===== config.mk =====
export PLATFORM = sky130hd
export DESIGN_NAME = xm_ext_mem_if
export DESIGN_NICKNAME = d
export VERILOG_FILES = /design/src/design/xm_pkg.sv /design/src/design/xm_ext_mem_if.sv
export VERILOG_INCLUDE_DIRS = /design/src /design/src/design
export SDC_FILE = /design/constraint.sdc
export NUM_CORES = 1
export LEC_CHECK = 0
export BUFFER_PORTS_ARGS = -buffer_cell sky130_fd_sc_hd__buf_4
export CORE_UTILIZATION = 40
export DETAILED_ROUTE_END_ITERATION = 16
export HOLD_SLACK_MARGIN = 0.12
export PLACE_DENSITY = 0.74
export SYNTH_ARGS = -nofsm -noshare
export SYNTH_HDL_FRONTEND = slang
export SYNTH_SLANG_ARGS = --single-unit

===== constraint.sdc =====
create_clock -name clk_i -period 3.4 [get_ports clk_i]
set_input_delay 0.51 -clock clk_i [delete_from_list [all_inputs] [get_ports clk_i]]
set_output_delay 0.51 -clock clk_i [all_outputs]
set_load 0.02 [all_outputs]

===== src/design/xm_params.svh =====
// constants for the external parallel memory interface
`ifndef XM_PARAMS_SVH
`define XM_PARAMS_SVH
// last byte address that belongs to internal memory (arbitrary default)
`define XM_INT_TOP 16'h10FF
// sector limit step, 8 KB
`define XM_SECTOR_STEP 16'h2000
// high-address mask code that releases every high pin
`define XM_MASK_NONE 3'h7
// full width of the high address bus
`define XM_HI_FULL 4'h8
// wait-state codes
`define XM_WS_NONE 2'h0
`define XM_WS_ONE 2'h1
`define XM_WS_TWO 2'h2
`define XM_WS_TWO_GAP 2'h3
// reset values
`define XM_RST_BYTE 8'h00
`define XM_RST_ADDR 16'h0000
`define XM_RST_CNT 2'h0
`endif


===== src/design/xm_pkg.sv =====
// types for the external parallel memory interface
`include "xm_params.svh"
package xm_pkg;
	typedef enum logic [2:0] {
		XM_IDLE = 3'h0,
		XM_ADDR = 3'h1,
		XM_STRB = 3'h2,
		XM_HOLD = 3'h3,
		XM_GAP = 3'h4,
		XM_ALE = 3'h5
	} xm_state_type;
endpackage : xm_pkg


===== src/design/xm_ext_mem_if.sv =====
// external parallel memory interface: multiplexed address/data bus with wait states
`timescale 1ns/100ps
`default_nettype none
`include "xm_params.svh"
// Function
// - low address and data share one bus; high address width is configurable
// - when enabled, interface pin control overrides port direction settings
// - address alone decides internal or external; strobes only for external
// - low address is valid on the shared bus when latch strobe falls
// - latch strobe stays low through the data phase
// - internal accesses may show address and latch activity, never read/write strobes
// - when disabled, shared pins follow their port and direction settings
// - when disabled, addresses above internal memory never alias into it
// - pull-ups on shared bus follow port output bits set to one
// - bus keeper holds last level whenever the shared bus would float
// - four wait-state settings, one of them with no wait
// - external space splits into two sectors with own wait settings
// - each sector's wait pair applies only to its own accesses
// - trailing latch pulse in T4, or T5 with one wait, if next uses RAM
// - trailing latch pulse in T6 for two waits, T7 with address delay
// - wait codes: none, one, two, two plus one cycle before next address
// - three-bit limit splits sectors in 8 KB steps; zero means one upper sector
// - enable bit hands pins over; keeper enable acts regardless of it
module xm_ext_mem_if
	import xm_pkg::*;
(
	input wire logic clk_i, // system clock
	input wire logic rst_b_i, // synchronous reset, active low
	input wire logic req_i, // access request
	input wire logic we_i, // 1 write, 0 read
	input wire logic [15:0] addr_i, // data-space address
	input wire logic [7:0] wdata_i, // write data
	input wire logic next_ram_i, // next instruction accesses RAM
	output logic ready_o, // request may be taken
	output logic ack_o, // access done, one cycle
	output logic [7:0] rdata_o, // read data
	output logic int_sel_o, // access targets internal memory
	input wire logic ext_if_enable_i, // interface enable
	input wire logic [2:0] sector_limit_i, // sector split
	input wire logic [1:0] upper_wait_i, // upper sector wait code
	input wire logic [1:0] lower_wait_i, // lower sector wait code
	input wire logic bus_keeper_enable_i, // keeper on shared bus
	input wire logic [2:0] high_addr_mask_i, // high address width code
	input wire logic [7:0] lo_port_out_i, // shared-bus port output register
	input wire logic [7:0] lo_port_dir_i, // shared-bus port direction register
	input wire logic [7:0] hi_port_out_i, // high-bus port output register
	input wire logic [7:0] hi_port_dir_i, // high-bus port direction register
	input wire logic [7:0] muxed_low_addr_data_bus_i, // shared bus level
	output logic [7:0] muxed_low_addr_data_bus_o, // shared bus drive value
	output logic [7:0] muxed_low_addr_data_bus_oe_o, // shared bus drive enable
	output logic [7:0] lo_pullup_o, // pull-up enables on shared bus
	output logic lo_keeper_en_o, // keeper active
	output logic [7:0] lo_keeper_o, // level held by keeper
	output logic [7:0] high_addr_bus_o, // high address / port value
	output logic [7:0] high_addr_bus_oe_o, // high bus drive enable
	output logic ale_o, // address latch strobe, active high
	output logic rd_b_o, // read strobe, active low
	output logic wr_b_o // write strobe, active low
);
	// sector split and per-sector wait selection
	function automatic logic [1:0] sector_wait(input logic [15:0] a, input logic [2:0] lim,
		input logic [1:0] up, input logic [1:0] lo);
		logic [15:0] bound;
		bound = 16'({13'h0, lim} * `XM_SECTOR_STEP);
		// lower pair only below the boundary
		if (lim == 3'h0 || a >= bound) begin
			sector_wait = up;
		end else begin
			sector_wait = lo;
		end
	endfunction : sector_wait

	// high pins used, released from the top
	function automatic logic [7:0] hi_used(input logic [2:0] m);
		logic [3:0] n;
		n = (m == `XM_MASK_NONE) ? 4'h0 : 4'(`XM_HI_FULL - {1'b0, m});
		hi_used = 8'((9'h001 << n) - 9'h001);
	endfunction : hi_used

	xm_state_type state_q, state_d;
	logic [15:0] addr_q, addr_d;
	logic [7:0] wd_q, wd_d, rdata_q, rdata_d, keep_q, keep_d;
	logic we_q, we_d, ext_q, ext_d, nxt_q, nxt_d, ack_q, ack_d;
	logic [1:0] ws_q, ws_d, cnt_q, cnt_d;
	logic int_hit, bus_drive;
	logic [7:0] bus_val;

	// internal or external from the address only
	assign int_hit = addr_i <= `XM_INT_TOP;
	assign int_sel_o = int_hit;
	assign ready_o = state_q == XM_IDLE;
	assign ack_o = ack_q;
	assign rdata_o = rdata_q;

	always_comb begin
		state_d = state_q;
		addr_d = addr_q;
		wd_d = wd_q;
		we_d = we_q;
		ext_d = ext_q;
		nxt_d = nxt_q;
		ws_d = ws_q;
		cnt_d = cnt_q;
		rdata_d = rdata_q;
		ack_d = 1'b0;
		unique case (state_q)
			XM_IDLE: begin
				if (req_i) begin
					if (ext_if_enable_i) begin
						state_d = XM_ADDR;
						addr_d = addr_i;
						wd_d = wdata_i;
						we_d = we_i;
						ext_d = ~int_hit;
						nxt_d = next_ram_i;
						ws_d = sector_wait(addr_i, sector_limit_i, upper_wait_i, lower_wait_i);
					end else begin
						// no alias: disabled external reads return zero
						ack_d = 1'b1;
						if (!int_hit && !we_i) begin
							rdata_d = `XM_RST_BYTE;
						end
					end
				end
			end
			XM_ADDR: begin
				if (ext_q) begin
					state_d = XM_STRB;
					cnt_d = (ws_q == `XM_WS_NONE) ? 2'h0 : (ws_q == `XM_WS_ONE) ? 2'h1 : 2'h2;
				end else begin
					state_d = XM_IDLE;
					ack_d = 1'b1;
				end
			end
			XM_STRB: begin
				if (cnt_q == 2'h0) begin
					state_d = XM_HOLD;
					// read data taken as the strobe ends
					if (!we_q) begin
						rdata_d = muxed_low_addr_data_bus_i;
					end
				end else begin
					cnt_d = cnt_q - 2'h1;
				end
			end
			XM_HOLD: begin
				ack_d = 1'b1;
				// extra cycle before next address delays the trailing pulse
				if (ws_q == `XM_WS_TWO_GAP) begin
					state_d = XM_GAP;
				end else begin
					state_d = nxt_q ? XM_ALE : XM_IDLE;
				end
			end
			XM_GAP: begin
				state_d = nxt_q ? XM_ALE : XM_IDLE;
			end
			XM_ALE: begin
				state_d = XM_IDLE;
			end
			default: begin
				state_d = XM_IDLE;
			end
		endcase
	end

	always_ff @(posedge clk_i) begin
		if (!rst_b_i) begin
			state_q <= XM_IDLE;
			addr_q <= `XM_RST_ADDR;
			wd_q <= `XM_RST_BYTE;
			we_q <= 1'b0;
			ext_q <= 1'b0;
			nxt_q <= 1'b0;
			ws_q <= `XM_WS_NONE;
			cnt_q <= `XM_RST_CNT;
			rdata_q <= `XM_RST_BYTE;
			ack_q <= 1'b0;
		end else begin
			state_q <= state_d;
			addr_q <= addr_d;
			wd_q <= wd_d;
			we_q <= we_d;
			ext_q <= ext_d;
			nxt_q <= nxt_d;
			ws_q <= ws_d;
			cnt_q <= cnt_d;
			rdata_q <= rdata_d;
			ack_q <= ack_d;
		end
	end

	// address out while latch strobe is high, so it is valid as it falls
	// trailing pulse state reached only when next access uses RAM
	always_comb begin
		bus_drive = 1'b0;
		bus_val = addr_q[7:0];
		unique case (state_q)
			XM_ADDR, XM_ALE: begin
				bus_drive = 1'b1;
			end
			XM_STRB, XM_HOLD: begin
				// data byte on the same lines after the address phase
				bus_drive = we_q;
				bus_val = wd_q;
			end
			XM_IDLE, XM_GAP: begin
				bus_drive = 1'b0;
			end
			default: begin
				bus_drive = 1'b0;
			end
		endcase
	end

	// latch strobe high only in address and trailing pulse states
	assign ale_o = ext_if_enable_i && (state_q == XM_ADDR || state_q == XM_ALE);
	// strobes only toggle for external accesses
	assign rd_b_o = !(ext_q && !we_q && state_q == XM_STRB);
	assign wr_b_o = !(ext_q && we_q && state_q == XM_STRB);

	// interface owns the pins while enabled
	// otherwise the port registers govern them
	always_comb begin
		if (ext_if_enable_i) begin
			muxed_low_addr_data_bus_o = bus_val;
			muxed_low_addr_data_bus_oe_o = {8{bus_drive}};
		end else begin
			muxed_low_addr_data_bus_o = lo_port_out_i;
			muxed_low_addr_data_bus_oe_o = lo_port_dir_i;
		end
	end

	// masked high pins go back to the port
	always_comb begin
		logic [7:0] used;
		used = ext_if_enable_i ? hi_used(high_addr_mask_i) : 8'h00;
		high_addr_bus_o = (addr_q[15:8] & used) | (hi_port_out_i & ~used);
		high_addr_bus_oe_o = used | (hi_port_dir_i & ~used);
	end

	// pull-ups follow the port output bits on undriven lines
	assign lo_pullup_o = lo_port_out_i & ~muxed_low_addr_data_bus_oe_o;

	// keeper remembers the last level seen on the lines
	// keeper enable is independent of the interface enable
	assign keep_d = muxed_low_addr_data_bus_i;
	always_ff @(posedge clk_i) begin
		if (!rst_b_i) begin
			keep_q <= `XM_RST_BYTE;
		end else begin
			keep_q <= keep_d;
		end
	end
	assign lo_keeper_en_o = bus_keeper_enable_i;
	assign lo_keeper_o = keep_q;
endmodule : xm_ext_mem_if
`default_nettype wire


==> impl_metrics.env, run 1 <==
export IMPL_worstPathCellList="buf_4, inv_1, ha_2, nor3_1, o21ai_1, o31a_1, ha_1, o221ai_2, a21oi_1, mux2i_1, mux2_2, buf_4"
export IMPL_clkPwrFrac=0.263
export IMPL_htreeDepth=2
export IMPL_drtAntennaViolNets=0
export IMPL_gp_congestion=0.964
export IMPL_p_int_uw=992
export IMPL_layout_drive_gt1_share=0.364
export IMPL_area_growth_pct=42.0
export IMPL_synth_most_common_cell="nand2_1"
export IMPL_cts_sinks=51
export IMPL_p_sw_frac=0.308
export IMPL_antenna_found_initial=0
export IMPL_clock_latency_ps=300
export IMPL_n_antenna_cell=0
export IMPL_first_pass_iters=4
export IMPL_p_per_area_mw_per_mm2=344
export IMPL_dp_hpwl_um=6230
export IMPL_vias_per_cell=4.96
export IMPL_cts_buffers=5
export IMPL_ir_worst_vdd_mv=0.174
export IMPL_min_path_type="in2reg"
export IMPL_hold_ws_ps=410
export IMPL_max_stage_delay_ps=360
export IMPL_drtIter0Drc=120
export IMPL_fin_nets=593
export IMPL_synthTopCellsByArea="dfxtp_1 35%, nand2_1 8.8%, a21boi_0 6.6%"
export IMPL_dieArea_sq_mm=0.00769
export IMPL_multi_input_area_sq_mm=0.00172
export IMPL_first_global_vias=2792
export IMPL_fmax_mhz=310
export IMPL_synth_commonest_cells="69 x nand2_1, 51 x dfxtp_1, 27 x inv_1, 26 x a21boi_0, 25 x nor2_1"
export IMPL_finalSetupTns_ps=0
export IMPL_reg2reg_slack_ps=1520
export IMPL_drc=0
export IMPL_finalClockSkew_ps=9.85
export IMPL_cp_arrival_ps=2720
export IMPL_post_synth_top_area_cell="dfxtp_1"
export IMPL_status="completed"
export IMPL_hold_viol_final=0
export IMPL_ys_types=43
export IMPL_start_util=0.423
export IMPL_fin_crit_sh=0.949
export IMPL_path_delay_family="compound AO/OA/AOI/OAI gates"
export IMPL_power_frac_seq=0.446
export IMPL_postCtsHoldBufs=0
export IMPL_synth_top_area_frac=0.348
export IMPL_end_kind="output pin"
export IMPL_layout_min_cycle_time_ps=3230
export IMPL_worstPathRequired_ps=2890
export IMPL_slowest_stage="mux2_2"
export IMPL_grt_pass1_wl_um=13000
export IMPL_fillers=636
export IMPL_syn_area_sq_mm=0.00294
export IMPL_rows=30
export IMPL_slew_viol_final=0
export IMPL_ys_seq_elements=51
export IMPL_worst_slew_pin_slew_ps=762
export IMPL_postSynthCellCount=375
export IMPL_num_vias=2986
export IMPL_power_frac_comb=0.291
export IMPL_critPathKind="in2out"
export IMPL_seq_area_sq_mm=0.00102
export IMPL_synth_top_flop_cell="dfxtp_1"
export IMPL_grt_overflow_total=0
export IMPL_p_leak_uw=0.00191
export IMPL_async_reset_ff_frac=0
export IMPL_wl_per_cell_um=13.6
export IMPL_synth_warnings=0
export IMPL_die_height_um=87.7
export IMPL_synth_edff_count=0
export IMPL_cp_start_kind="primary input"
export IMPL_rsz0062_at_grt="false"
export IMPL_die_x_um=87.7
export IMPL_clockBufferDepth=2
export IMPL_cp_num_buf_inv=3
export IMPL_critPathMaxFanout=11
export IMPL_clock_root_buffer="clkbuf_8"
export IMPL_avgSynthCellArea_sq_um=7.83
export IMPL_relSlewSlack=0.487
export IMPL_p_sw_uw=442
export IMPL_io_buffers=141
export IMPL_yosysSeqAreaShare=0.348
export IMPL_grt_use_total=0.214
export IMPL_wl_um=8190
export IMPL_syn_nets=463
export IMPL_clk_pin_slew_ps=100
export IMPL_grt_max_degree=50
export IMPL_finalSetupViolCount=0
export IMPL_core_area_sq_mm=0.00694
export IMPL_drv_cap=0
export IMPL_cts_tree="yes"
export IMPL_cp_common_cell="buf_4"
export IMPL_io_pins=144
[power by group through the flow]
stage                     clock network (uW)  registers [uW]  logic [uW]
final                                    376             640         418
after global routing                     412             643         454
after CTS                                386             640         415
after detailed placement                   0             653         414
after global placement                     0             652         409
after floorplan                            0             655         222
[registers in the layout, summed over array words and instances (netlist names)]
register,cells
addr_q,16
lo_keeper_o,8
rdata_o,8
wd_q,8
state_q,3
cnt_q,2
ws_q,2
ack_o,1
ext_q,1
nxt_q,1
we_q,1
[routing by layer]
layer / vias up / global-route usage / part of all wire
met4: 0 / 0.0641 / 0.015
met2: 94 / 0.393 / 0.50
met5: - / 0 / 0
met3: 8 / 0.0273 / 0.049
li1: 1522 / - / -
met1: 1362 / 0.259 / 0.43
[logic make-up (layout without fill, tap and decap cells)]
logic type,count (synthesis),count (layout),share of synthesized area
AOI/OAI and AO/OA,89,89,0.223
DFF,51,51,0.348
buffers and inverters,52,183,0.0716
adders and majority gates,7,7,0.0298
xor gates and xnor gates,2,2,0.00597
and+or+nand+nor,154,154,0.251
muxes,20,20,0.0716
[worst paths after layout]
path | from | to | depth (start not counted)
hold / removal | muxed_low_addr_data_bus_i[5] | lo_keeper_o[5]$_SDFF_PN0_ | 2
setup reg to reg | state_q[1]$_SDFFE_PN0P_ | rdata_o[6]$_SDFFE_PN0P_ | 5
setup / recovery | high_addr_mask_i[0] | high_addr_bus_o[6] | 12
hold reg to reg | rdata_o[7]$_SDFFE_PN0P_ | rdata_o[7]$_SDFFE_PN0P_ | 2
[cell usage in the layout (no fill, tap or decap), types with 3 or more instances in the layout]
cell      instances
a21boi_2          8
nand2_1          69
mux2i_1          12
inv_1            27
or2_2             4
o21ai_0          15
a21oi_1          22
ha_1              6
nor3b_1           3
buf_4           148
dfxtp_1          51
nand2b_1         13
and2_1            9
mux2_2            8
nand3b_1          4
nor2_1           25
nand3_1          14
clkbuf_8          6
a21boi_0         26
o31ai_1           3
[per-stage QoR]
| step | instances | worst slack, ps | power, uW | instance area, sq um | util |
|---|---|---|---|---|---|
| 6_report | 602 | 173 | 1430 | 4170 | 0.600 |
| 5_1_grt | 602 | 36.5 | 1510 | 4170 | 0.600 |
| 4_1_cts | 601 | 38.7 | 1440 | 4150 | 0.597 |
| 3_5_place_dp | 593 | 41.9 | 1070 | 4050 | 0.583 |
| 3_3_place_gp | 593 | 134 | 1060 | 4050 | 0.583 |
| 2_1_floorplan | 375 | 257 | 878 | 2940 | - |
[what timing repair did]
| action | in CTS | in global routing |
|---|---|---|
| buffers inserted | 0 | 1 |
| resized for setup | 0 | 4 |
| hold endpoints to repair | 0 | 0 |
| endpoints found under the setup margin | 0 | 1 |
[final cells by class]
class | count | share of cell area
multi-input cells | 272 | 0.412
repair buffers | 148 | 0.267
flip-flops and latches | 51 | 0.245
well taps | 96 | 0.0288
inverters | 27 | 0.0243
clock buffers | 6 | 0.0198
clock inverters | 2 | 0.00390
No activity file was read; power rests on OpenSTA's default activity.
==> run 2, diff against run 1 <==
Settings changed: RECOVER_POWER set to 25, SLEW_MARGIN set to 20.
==> run 2 against run 1 <==
Effect of this change:
- die area unchanged
- clock skew about the same
- power down 0.35%
- utilization down 0.92 points
- flip-flop and latch count unchanged
- routed wire length down 0.15%
- critical endpoint unchanged
- sequential power about the same
- critical path type unchanged
- critical path depth unchanged
- global-route usage unchanged
- the flow now finishes with violations (capacitance limit, slew limit)
- maximum frequency about the same
==> impl_metrics.env, run 2 (synthesis results as in run 1) <==
export IMPL_clock_latency_ps=300
export IMPL_p_per_area_mw_per_mm2=348
export IMPL_top_register="addr_q"
export IMPL_n_antenna_cell=0
export IMPL_layout_drive_gt1_share=0.330
export IMPL_ir_worst_vdd_mv=0.174
export IMPL_cp_arrival_ps=2720
export IMPL_fmax_mhz=310
export IMPL_drtAntennaViolNets=0
export IMPL_critPathMaxFanout=11
export IMPL_postCtsHoldBufs=0
export IMPL_fin_util=0.591
export IMPL_io_pins=144
export IMPL_clockBufferDepth=2
export IMPL_num_vias=2987
export IMPL_grt_use_total=0.214
export IMPL_end_kind="output pin"
export IMPL_relSlewSlack=-0.144
export IMPL_drv_cap=1
export IMPL_largest_reg_flops=16
export IMPL_first_global_vias=2792
export IMPL_gp_congestion=0.964
export IMPL_die_height_um=87.7
export IMPL_antenna_found_initial=0
export IMPL_layout_min_cycle_time_ps=3230
export IMPL_violations="capacitance limit, slew limit"
export IMPL_start_util=0.423
export IMPL_layout_common_cells="131 x buf_4, 69 x nand2_1, 51 x dfxtp_1, 27 x inv_1, 26 x a21boi_0"
export IMPL_fin_nets=593
export IMPL_finalClockSkew_ps=10.1
export IMPL_min_path_type="in2reg"
export IMPL_clk_pin_slew_ps=100
export IMPL_rsz0062_at_grt="false"
export IMPL_grt_overflow_total=0
export IMPL_wl_um=8180
export IMPL_vias_per_cell=4.96
export IMPL_worst_slew_pin_slew_ps=1720
export IMPL_status="complete, but fails checks"
export IMPL_wl_per_cell_um=13.6
export IMPL_cts_buffers=5
export IMPL_fin_crit_sh=0.949
export IMPL_fillers=648
export IMPL_worstPathRequired_ps=2890
export IMPL_hold_viol_final=0
export IMPL_finalSetupTns_ps=0
export IMPL_grt_pass1_wl_um=13000
export IMPL_dp_hpwl_um=6230
export IMPL_critPathKind="in2out"
export IMPL_p_leak_uw=0.00184
export IMPL_area_growth_pct=39.8
export IMPL_drtIter0Drc=125
export IMPL_first_pass_iters=4
export IMPL_final_common_cell="buf_4"
export IMPL_cp_start_kind="primary input"
export IMPL_cts_sinks=51
export IMPL_htreeDepth=2
export IMPL_finalSetupViolCount=0
export IMPL_core_area_sq_mm=0.00694
export IMPL_slew_viol_final=50
export IMPL_io_buffers=141
export IMPL_clock_root_buffer="clkbuf_8"
export IMPL_die_x_um=87.7
export IMPL_cts_tree="yes"
export IMPL_rows=30
export IMPL_drc=0
export IMPL_dieArea_sq_mm=0.00769
export IMPL_grt_max_degree=50
run 2: cell count changes in the layout (fill, tap and decap cells not counted):
cell	change
buf_4	-17
clkbuf_1	+17
and2_0	+3
and2_1	-3
run 2: per-stage QoR:
step                      setup WS, ps  hold WS, ps  cells  power, uW  cell area [sq um]
after floorplan                    257          440    375        878               2940
after global placement             134          448    593       1060               4050
after detailed placement          41.9          455    593       1070               4050
after CTS                         38.7          405    601       1440               4150
after global routing              36.5          394    602       1500               4100
final                              173          411    602       1430               4100
run 2: critical path: stages:
cell and delay [ps]:
buf_4 150, inv_1 80, ha_2 290, nor3_1 70
o21ai_1 190, o31a_1 160, ha_1 180, o221ai_2 120
a21oi_1 170, mux2i_1 280, mux2_2 360, buf_4 160
run 2: power breakdown:
group	switching [uW]	internal, uW
logic	216	197
clock network	210	167
registers	16.1	623
total	442	987
run 2: repair_timing:
item / 4_1_cts / 5_1_grt
buffers inserted: 0 / 1
hold endpoints to repair: 0 / 0
endpoints found under the setup margin: 0 / 1
gates resized for setup: 0 / 4
run 2: final timing paths:
| check | start | end | slack [ps] | depth (start not counted) |
|---|---|---|---|---|
| hold / removal | muxed_low_addr_data_bus_i[5] | lo_keeper_o[5]$_SDFF_PN0_ | 410 | 2 |
| setup / recovery | high_addr_mask_i[0] | high_addr_bus_o[6] | 170 | 12 |
| hold reg to reg | rdata_o[7]$_SDFFE_PN0P_ | rdata_o[7]$_SDFFE_PN0P_ | 470 | 2 |
| setup reg to reg | state_q[1]$_SDFFE_PN0P_ | rdata_o[6]$_SDFFE_PN0P_ | 1500 | 5 |
run 2: cell type report:
type / instances / area [sq um] / share of cell area
multi-input cells: 272 / 1720 / 0.418
repair buffers: 148 / 1050 / 0.255
flip-flops and latches: 51 / 1020 / 0.249
well taps: 96 / 120 / 0.0293
inverters: 27 / 101 / 0.0247
clock buffers: 6 / 82.6 / 0.0201
clock inverters: 2 / 16.3 / 0.00396
run 2: metal layers:
| metal | global-route usage | part of all wire | vias up |
|---|---|---|---|
| li1 | - | - | 1525 |
| met1 | 0.259 | 0.43 | 1352 |
| met2 | 0.393 | 0.50 | 100 |
| met3 | 0.0273 | 0.053 | 10 |
| met4 | 0.0641 | 0.017 | 0 |
| met5 | 0 | 0 | - |
